## src/rtl/fault_status_consts.svh

```systemverilog
// Purpose: Bit positions, reset values and timing counts of the fault status word
// Assumes: Included by bare name from rtl files
// Notes:   Definitions only
`ifndef FAULT_STATUS_CONSTS_SVH
`define FAULT_STATUS_CONSTS_SVH

`define WORD_WIDTH          32
`define BIT_SW_WDT_BG       0
`define BIT_SW_WDT_RT       1
`define BIT_STARTUP_READ    2
`define BIT_PROJECT_READ    3
`define BIT_SAVED_SETTINGS  4
`define BIT_HW_CHANGE       5
`define BIT_SYS_FILE        6
`define BIT_FACTORY_DEFAULT 7
`define BIT_MISSING_CLOCK   8
`define BIT_ABORT_STOP      9
`define BIT_BUFFER_OVF      10
`define BIT_STORE_OVF       11
`define BIT_EXP_CFG_LO      12
`define BIT_EXP_CFG_HI      14
`define BIT_EXP_HW_CHANGE   15
`define STATUS_RESET        16'h0000
`define MARKER_SETTLE       2'h2

`endif

```

## src/rtl/fault_status_pkg.sv

```systemverilog
// Purpose: Types for the fault status word
// Assumes: Constants come from fault_status_consts.svh
// Notes:   Startup sequence states only
package fault_status_pkg;
  typedef enum logic [1:0]
  {
    ST_STRAP  = 2'b00,
    ST_RESTORE = 2'b01,
    ST_RUN    = 2'b10
  } startup_state_t;
endpackage

```

## src/rtl/controller_fault_status_word.sv

```systemverilog
// Purpose: Global fault and status word of a multi-axis motion controller
// Assumes: Event inputs come from logic on clk; medium and abort pins are asynchronous
// Notes:   Word lives in flip-flops only and is read over a plain read port
`timescale 1ns/1ns
`include "fault_status_consts.svh"

module controller_fault_status_word
  import fault_status_pkg::*;
#(
  parameter int unsigned STORE_CAP_W = 24
)
(
  input  wire logic                   clk,
  input  wire logic                   rst_n,
  input  wire logic                   reset_cmd,
  input  wire logic                   marker_folder_present,
  input  wire logic                   abort_all_in,
  input  wire logic                   save_cmd,
  input  wire logic [STORE_CAP_W-1:0] program_size,
  input  wire logic [STORE_CAP_W-1:0] flash_capacity,
  input  wire logic                   buffer_ram_overflow_evt,
  input  wire logic                   missing_clock_evt,
  input  wire logic                   system_file_setting_evt,
  input  wire logic                   saved_settings_evt,
  input  wire logic                   project_read_evt,
  input  wire logic                   rt_watchdog_evt,
  input  wire logic                   bg_watchdog_evt,
  input  wire logic                   status_wr,
  input  wire logic [31:0]            status_wdata,
  output logic      [31:0]            global_fault_status,
  output logic                        save_go,
  output logic                        factory_restore
);

  // Two-flop synchronisers for the pin inputs
  logic [1:0] marker_sync_reg;
  logic [1:0] marker_sync_next;
  logic [1:0] abort_sync_reg;
  logic [1:0] abort_sync_next;

  always_comb
  begin
    marker_sync_next = {marker_sync_reg[0], marker_folder_present};
    abort_sync_next  = {abort_sync_reg[0], abort_all_in};
  end

  always_ff @(posedge clk or negedge rst_n)
  begin
    if (!rst_n)
    begin
      marker_sync_reg <= 2'h0;
      abort_sync_reg  <= 2'h0;
    end
    else
    begin
      marker_sync_reg <= marker_sync_next;
      abort_sync_reg  <= abort_sync_next;
    end
  end

  // Startup: medium seen only once, after power-on; later insertion has no effect
  startup_state_t state_reg;
  startup_state_t state_next;
  logic           restore_next;
  logic           restore_reg;
  logic [1:0]     settle_reg;
  logic [1:0]     settle_next;

  always_comb
  begin
    state_next   = state_reg;
    restore_next = 1'b0;
    settle_next  = settle_reg;
    unique case (state_reg)
      ST_STRAP:
      begin
        // Synchroniser is cleared by reset, so wait until the pin has crossed both flops
        if (settle_reg != `MARKER_SETTLE)
        begin
          settle_next = 2'(settle_reg + 2'h1);
          state_next  = ST_STRAP;
        end
        else
        begin
          state_next = marker_sync_reg[1] ? ST_RESTORE : ST_RUN;
        end
      end
      ST_RESTORE:
      begin
        restore_next = 1'b1;
        state_next   = ST_RUN;
      end
      ST_RUN:
      begin
        state_next = ST_RUN;
      end
      default:
      begin
        state_next = ST_RUN;
      end
    endcase
  end

  always_ff @(posedge clk or negedge rst_n)
  begin
    if (!rst_n)
    begin
      state_reg   <= ST_STRAP;
      restore_reg <= 1'b0;
      settle_reg  <= 2'h0;
    end
    else
    begin
      state_reg   <= state_next;
      restore_reg <= restore_next;
      settle_reg  <= settle_next;
    end
  end

  // Sticky fault bits; reset command or power loss clears them, a set wins over the reset command
  logic [15:0] flags_reg;
  logic [15:0] flags_next;
  logic        store_ovf;
  logic        save_go_next;
  logic        save_go_reg;
  logic        fact_reg;
  logic        fact_next;

  // Overflow judged only at the moment of a save
  assign store_ovf = save_cmd && (program_size > flash_capacity);

  always_comb
  begin
    flags_next = reset_cmd ? `STATUS_RESET : flags_reg;
    if (store_ovf)
      flags_next[`BIT_STORE_OVF] = 1'b1;
    else if (save_cmd)
      flags_next[`BIT_STORE_OVF] = 1'b0; // Clean save clears the old overflow
    if (buffer_ram_overflow_evt)
      flags_next[`BIT_BUFFER_OVF] = 1'b1;
    if (abort_sync_reg[1])
      flags_next[`BIT_ABORT_STOP] = 1'b1;
    if (missing_clock_evt)
      flags_next[`BIT_MISSING_CLOCK] = 1'b1;
    if (system_file_setting_evt)
      flags_next[`BIT_SYS_FILE] = 1'b1;
    if (saved_settings_evt)
      flags_next[`BIT_SAVED_SETTINGS] = 1'b1;
    if (project_read_evt)
      flags_next[`BIT_PROJECT_READ] = 1'b1;
    if (rt_watchdog_evt)
      flags_next[`BIT_SW_WDT_RT] = 1'b1;
    if (bg_watchdog_evt)
      flags_next[`BIT_SW_WDT_BG] = 1'b1;
    if (restore_reg)
      flags_next[`BIT_FACTORY_DEFAULT] = 1'b1;
    else if (save_cmd && !store_ovf)
      flags_next[`BIT_FACTORY_DEFAULT] = 1'b0; // Defaults become user settings
    // Disabled bits never hold a one
    flags_next[`BIT_EXP_HW_CHANGE] = 1'b0;
    flags_next[`BIT_EXP_CFG_HI:`BIT_EXP_CFG_LO] = 3'h0;
    flags_next[`BIT_HW_CHANGE] = 1'b0;
    flags_next[`BIT_STARTUP_READ] = 1'b0; // Derived below, not stored
    save_go_next = save_cmd && !store_ovf;
    fact_next    = restore_reg;
  end

  always_ff @(posedge clk or negedge rst_n)
  begin
    if (!rst_n)
    begin
      flags_reg   <= `STATUS_RESET;
      save_go_reg <= 1'b0;
      fact_reg    <= 1'b0;
    end
    else
    begin
      flags_reg   <= flags_next;
      save_go_reg <= save_go_next;
      fact_reg    <= fact_next;
    end
  end

  // Read view; writes on status_wr/status_wdata are deliberately discarded
  always_comb
  begin
    global_fault_status = {16'h0000, flags_reg};
    global_fault_status[`BIT_STARTUP_READ] =
      |flags_reg[`BIT_SYS_FILE:`BIT_PROJECT_READ];
  end

  assign save_go         = save_go_reg;
  assign factory_restore = fact_reg;

  logic unused_wr;
  assign unused_wr = status_wr ^ (^status_wdata);

endmodule

```

## config.mk

```make
export PLATFORM = sky130hd
export DESIGN_NAME = controller_fault_status_word
export DESIGN_NICKNAME = d
export VERILOG_FILES = /design/src/rtl/fault_status_pkg.sv /design/src/rtl/controller_fault_status_word.sv
export VERILOG_INCLUDE_DIRS = /design/src /design/src/rtl
export SDC_FILE = /design/constraint.sdc
export NUM_CORES = 1
export LEC_CHECK = 0
export BUFFER_PORTS_ARGS = -buffer_cell sky130_fd_sc_hd__buf_2
export CAP_MARGIN = 10
export CORE_ASPECT_RATIO = 1.75
export CORE_MARGIN = 8
export CORE_UTILIZATION = 38
export DETAILED_ROUTE_END_ITERATION = 8
export GPL_ROUTABILITY_DRIVEN = 0
export PLACE_DENSITY = 0.8
export SLEW_MARGIN = 25
export SYNTH_ARGS = -nofsm -noshare
export SYNTH_HDL_FRONTEND = slang
export SYNTH_SLANG_ARGS = --single-unit
```

## constraint.sdc

```tcl
create_clock -name clk -period 1.2 [get_ports clk]
set_input_delay 0.12 -clock clk [delete_from_list [all_inputs] [get_ports clk]]
set_output_delay 0.12 -clock clk [all_outputs]
set_load 0.02 [all_outputs]
```

==> summary.md, run 1 <==
| Metric | Value |
|---|---|
| Via count | 1319 |
| Storage cell area | 526 µm² |
| CTS H-tree lvls | 1 |
| Vias in the first global route | 1385 |
| CP peak stage delay | 330 ps |
| #FFs+latches synth | 21 |
| Critical path launch point type | primary input |
| Met3 Track Usage GR | 4.09% |
| Worst-path cell chain | buf_6, ha_4, and3_4, a221o_1, a22oi_2, nand3b_1, a311o_1 |
| Fin. max-slew vios | 0 |
| Critical path class | primary input to flop |
| # rows | 30 |
| DR WL/cell | 12.5 µm |
| Area of the multi-input gates | 883 µm² |
| Overall power | 1.73 mW |
| Post-synth EDFFs | 0 |
| Max reg flops | 10 |
| Total grt overflow | 0 |
| CP max FO | 3 |
| Leak | 1.18 nW |
| Unrepaired setup endpoints after global routing | true |
| Synth Flop Type | dfrtp_1 |
| Max Clk Rate | 0.749 GHz |
| Initial DRC count | 17 |
| Synth Area per Inst | 9.56 µm² |
| CP required | 1350 ps |
| Clock period minus worst slack | 1330 ps |
| Routing usage on met2 | 21.1% |
| Ys Warns | 0 |
| Worst Path Buf+Inv | 1 |
| Initial antenna violation count | 0 |
| CTS root buffer | clkbuf_8 |
| Run status | finished with violations |
| Asr flop ratio synth | 100% |
| Layout cells sized above 1 | 43.8% |
| Detailed-route DRC error count | 0 |
| Worst hold path type | primary input to flop |
| First-pass GRT wire length | 5.99 mm |
| TritonCTS clock tree | built |
| Hold path depth | 2 |
| Chip height | 98.6 µm |
| CP Launch Point | program_size[10] |
| Period utilisation layout | 111% |
| Cells after synthesis | 155 |
| Clock latency on the worst-skew pair | 260 ps |
| Synth cell types | 30 |
| GR Util met1 | 10.8% |
| Setup violators final | 4 |
| Critical-path top delay cell | a221o_1 |
| First drt pass iteration count | 2 |
| Avg Vias per Cell | 4.58 |
| GRT Max-Usage Layer | met2 |
| Delay-heaviest family, CP | compound AO/OA/AOI/OAI gates |
| WL final | 3.61 mm |
| Arrival time at the worst endpoint | 1480 ps |
| Final hold vios | 0 |
| Sequential area share after synthesis | 35.5% |
| Post-DRT Antenna Nets | 0 |
| Worst r2r dst | flags_reg[7]$_DFFE_PN0P_ |
| # nets final | 360 |
| Final HPWL from detailed placement | 3.08 mm |
| Setup TNS | -365 ps |
| Fill count | 347 |
| CP Depth | 7 |
| Initial Utilization | 38.7% |
| Hold_ws | 33.0 ps |
| Clock Skew | 1.08 ps |
| Clock slew at reported path FFs | 70 ps |
| Clock sink total | 21 |
| Final Core Density | 56.4% |
| Crit end category | flop |
| Die area | 6230 µm² |
| Max IR drop VDD | 0.000436 V |
| Largest net degree at the start of global routing | 22 |
| RR Startpoint | flags_reg[7]$_DFFE_PN0P_ |
| Hold Startpoint | saved_settings_evt |
| CTS Buf Count | 3 |
| Post-synthesis cell area | 1480 µm² |
| Core Region | 3830 µm² |
| Area Overhead vs Synth | 45.7% |
| Violated checks | negative setup slack |
| Aggregate global-route resource usage | 11.4% |
| CTS max path bufs | 2 |
| Pwr Density | 804 nW/µm² |
| Design area | 2160 µm² |
| Final WS setup | -135 ps |
| Ports | 128 |
| Antenna Cells | 0 |
| Placed inst area | 1890 µm² |
| Port bufs | 73 |
| R2r setup slk | 60 ps |
| Hold Path Sink | flags_reg[4]$_DFFE_PN0P_ |
| Cells on worst reg2reg path | 3 |
| Die Width | 63.2 µm |
| Max-cap violation count | 0 |
metal layers:
layer  share of wire, %  wire length, µm
met1                 34             1240
met2                 55             1990
met3                9.1              330
met4                1.4               50
met5                  0                0
worst max-delay path by stage:
stage	to	slack [ps]
global placement	flags_reg[7]$_DFFE_PN0P_	-570
global route	flags_reg[7]$_DFFE_PN0P_	-210
CTS	flags_reg[7]$_DFFE_PN0P_	-160
floorplan	flags_reg[7]$_DFFE_PN0P_	-320
detailed placement	flags_reg[7]$_DFFE_PN0P_	-600
finish	flags_reg[7]$_DFFE_PN0P_	-130
placed cells by master (no fill, tap or decap), types with 2 or more instances in the layout:
cell type      netlist  final
nor2b_1              2      2
ha_1                25     17
a21oi_1             10     10
conb_1               1     21
o21ai_0              4      3
nand2_1              6      5
inv_1               27     20
dfrtp_1             21     21
dlygate4sd3_1        0      3
nor2_1               6      6
nand4_1              5      5
inv_2                0      4
ha_4                 0      7
buf_4               21      6
clkbuf_8             0      3
buf_2                0     60
a21o_1               8      8
inv_4                0      2
buf_6                0     12
synthesized netlist by cell type, drive strengths merged, types with 2 or more instances:
cell type,instances,area [µm²]
a21o,9,68.8
o21ai,4,20.0
buf,21,158
and2b,2,16.3
a21oi,10,50.1
nor2,6,22.5
nand4,5,31.3
nor3,2,10.0
inv,27,101
nand2,6,22.5
nor2b,2,12.5
ha,25,313
dfrtp,21,526
and3,2,17.5
report_power, final:
group / leakage [nW] / total [mW] / internal, mW / switching, mW
combinational: 0.909 / 0.535 / 0.254 / 0.281
clock: 0.0228 / 0.447 / 0.237 / 0.210
sequential: 0.246 / 0.753 / 0.740 / 0.0132
total: 1.18 / 1.73 / 1.23 / 0.504
kinds of logic after synthesis:
| family | after synthesis | synth area share, % |
|---|---|---|
| AND/OR/NAND/NOR | 28 | 10.7 |
| AO/OA/AOI/OAI | 31 | 14.4 |
| XOR/XNOR | 1 | 0.591 |
| adder cells (fa/ha/maj) | 25 | 21.1 |
| buffers and inverters | 48 | 17.5 |
| flip-flops | 21 | 35.5 |
| other | 1 | 0.253 |
cell type report:
cell class                 count  share of cell area (%)
multi-input combinational    106                    40.9
sequential                    21                    24.3
timing repair buffer          82                    24.3
inverter                      27                    5.51
tap                           48                    2.78
clock buffer                   4                    2.09
what timing repair did:
item,CTS,global route
resized for setup,25,5
setup buffers,3,1
endpoints found under the hold margin,23,0
pin swaps,12,4
endpoints found under the setup margin,4,5
hold buffers,3,0
metrics by stage:
stage / std cells / setup slack (ps)
floorplan: 175 / -324
global placement: 277 / -573
detailed placement: 277 / -596
CTS: 287 / -159
global route: 288 / -210
finish: 288 / -135
No activity file was read; power rests on OpenSTA's default activity.
==> run 2: changes to the inputs <==
Settings changed: CORE_ASPECT_RATIO 1.75 to not set.
==> run 2 against run 1 <==
Compared with the run above: the flow still finishes with violations (negative setup slack); final cell count up 1.0%; via count decreased by 1.6%; sequential cell count unchanged; clock skew rose by 6.7 ps; die area is 1.3% lower; worst hold slack better by 4.4 ps; highest routed layer unchanged; largest cell class unchanged; cell area increased by 4.3%; sequential power is essentially flat; wire length grew 8.0%; sequential share of layout area decreased by 1.0 points.
==> summary.md, run 2 (synthesized netlist as in run 1, its figures left out) <==
| Metric | Value |
|---|---|
| Run status | finished with violations (unchanged) |
| Violated checks | negative setup slack (unchanged) |
| Vias in the first global route | 1368 (was 1385) |
| Initial antenna violation count | 0 (unchanged) |
| Worst hold path type | primary input to flop (unchanged) |
| Int Power | 1.26 mW (was 1.23 mW) |
| DR WL/cell | 13.4 µm (was 12.5 µm) |
| Ports | 128 (unchanged) |
| Max IR drop VDD | 0.000669 V (was 0.000436 V) |
| Clock sink total | 21 (unchanged) |
| Largest net degree at the start of global routing | 22 (unchanged) |
| Post-DRT Antenna Nets | 0 (unchanged) |
| Die area | 6150 µm² (was 6230 µm²) |
| CP max FO | 3 (unchanged) |
| CTS root buffer | clkbuf_8 (unchanged) |
| Detailed-route DRC error count | 0 (unchanged) |
| Flop pwr share | 42.4% (was 43.4%) |
| Overall power | 1.78 mW (was 1.73 mW) |
| Core Region | 3720 µm² (was 3830 µm²) |
| Fill count | 315 (was 347) |
| Final HPWL from detailed placement | 3.19 mm (was 3.08 mm) |
| Arrival time at the worst endpoint | 1510 ps (was 1480 ps) |
| Max reg flops | 10 (unchanged) |
| # nets final | 363 (was 360) |
| Clock slew at reported path FFs | 70 ps (about the same) |
| Total grt overflow | 0 (unchanged) |
| Commonest non-fill, non-tap cell in the layout | buf_2 (unchanged) |
| Aggregate global-route resource usage | 11.7% (was 11.4%) |
| Comb power frac | 32.7% (was 30.8%) |
| CTS H-tree lvls | 1 (unchanged) |
| Area of the multi-input gates | 947 µm² (was 883 µm²) |
| Port bufs | 73 (unchanged) |
| Crit end category | flop (unchanged) |
| P_sw | 0.523 mW (was 0.504 mW) |
| Clock latency on the worst-skew pair | 260 ps (about the same) |
| CP required | 1340 ps (was 1350 ps) |
| Critical path class | primary input to flop (unchanged) |
| Layout cells sized above 1 | 47.7% (was 43.8%) |
| Critical path launch point type | primary input (unchanged) |
| Sw frac | 29.4% (was 29.1%) |
| CTS Buf Count | 3 (unchanged) |
| Hold_ws | 37.4 ps (was 33.0 ps) |
| Storage cell area | 526 µm² (unchanged) |
| TritonCTS clock tree | built (unchanged) |
| WL final | 3.90 mm (was 3.61 mm) |
| Unrepaired setup endpoints after global routing | true (unchanged) |
| Final hold vios | 0 (unchanged) |
| Initial DRC count | 48 (was 17) |
| Final WS setup | -169 ps (was -135 ps) |
| Pwr Density | 790 nW/µm² (was 804 nW/µm²) |
| Most frequent cells in the layout | buf_2, conb_1, dfrtp_1 (unchanged) |
| Area Overhead vs Synth | 51.9% (was 45.7%) |
| Clock period minus worst slack | 1370 ps (was 1330 ps) |
| First drt pass iteration count | 3 (was 2) |
| First-pass GRT wire length | 5.96 mm (was 5.99 mm) |
| Avg Vias per Cell | 4.46 (was 4.58) |
| Setup violators final | 4 (unchanged) |
| Chip height | 78.4 µm (was 98.6 µm) |
| Initial Utilization | 39.9% (was 38.7%) |
| Clk network pwr share | 24.9% (was 25.8%) |
| Via count | 1298 (was 1319) |
| Fin. max-slew vios | 0 (unchanged) |
| Leak | 1.20 nW (was 1.18 nW) |
| CTS max path bufs | 2 (unchanged) |
| Max Clk Rate | 0.731 GHz (was 0.749 GHz) |
| Clock Skew | 7.74 ps (was 1.08 ps) |
| Final Core Density | 60.6% (was 56.4%) |
| Max-cap violation count | 0 (unchanged) |
| Die Width | 78.4 µm (was 63.2 µm) |
| # rows | 22 (was 30) |
| Period utilisation layout | 114% (was 111%) |
| Antenna Cells | 0 (unchanged) |
==> run 2: cell count changes in the layout (fill, tap and decap cells not counted), sizes merged <==
cell and delta:
buf +3
==> run 2: repair_timing <==
| action | in CTS | in global routing |
|---|---|---|
| endpoints found under the setup margin | 4 | 6 |
| endpoints found under the hold margin | 23 | 0 |
| pin swaps | 13 | 17 |
| resized for setup | 18 | 24 |
| hold buffers | 3 | 0 |
| setup buffers | 4 | 4 |
==> run 2: final timing paths <==
path,from,endpoint,slack (ps),cells past startpoint
min,rt_watchdog_evt,flags_reg[1]$_DFFE_PN0P_,40,2
max reg2reg,flags_reg[7]$_DFFE_PN0P_,flags_reg[7]$_DFFE_PN0P_,20,3
min reg2reg,abort_sync_reg[0]$_DFF_PN0_,abort_sync_reg[1]$_DFF_PN0_,350,0
max in group asynchronous,rst_n,marker_sync_reg[1]$_DFF_PN0_,500,2
max,flash_capacity[10],flags_reg[7]$_DFFE_PN0P_,-170,8
min in group asynchronous,rst_n,flags_reg[8]$_DFFE_PN0P_,360,2
==> run 2: area by class of cell <==
type / count / area share [%]
Sequential cell: 21 / 23.3
Tap cell: 48 / 2.67
Clock buffer: 4 / 2.00
Timing Repair Buffer: 85 / 24.5
Multi-Input combinational cell: 106 / 42.1
Inverter: 27 / 5.39
==> run 2: metrics by stage <==
step / worst slack [ps] / TNS [ps] / cells / instance area, µm²
3_3_place_gp: -552 / -1390 / 276 / 1890
6_report: -169 / -470 / 291 / 2250
5_1_grt: -209 / -654 / 291 / 2250
4_1_cts: -148 / -431 / 287 / 2100
2_1_floorplan: -324 / -635 / 175 / 1610
3_5_place_dp: -586 / -1510 / 276 / 1890
==> run 2: power groups by stage <==
stage | clock network [mW] | logic, mW | registers (mW)
2_1_floorplan | 0 | 0.290 | 0.799
5_1_grt | 0.497 | 0.648 | 0.757
3_3_place_gp | 0 | 0.449 | 0.766
4_1_cts | 0.459 | 0.523 | 0.754
6_report | 0.443 | 0.581 | 0.755
3_5_place_dp | 0 | 0.460 | 0.769
==> run 2: layer usage <==
metal	vias to the layer above	track usage [%]	share of wire [%]
met3	2	2.51	6.1
li1	658	-	-
met5	-	0	0
met1	594	12.1	37
met2	44	23.2	56
met4	0	2.78	0.69
==> run 2: critical path: stages <==
cell and delay [ps]:
buf_8 100, inv_4 40, ha_4 190, and3_4 190
a221o_1 320, a22oi_2 110, nand3b_1 140, a311o_1 300
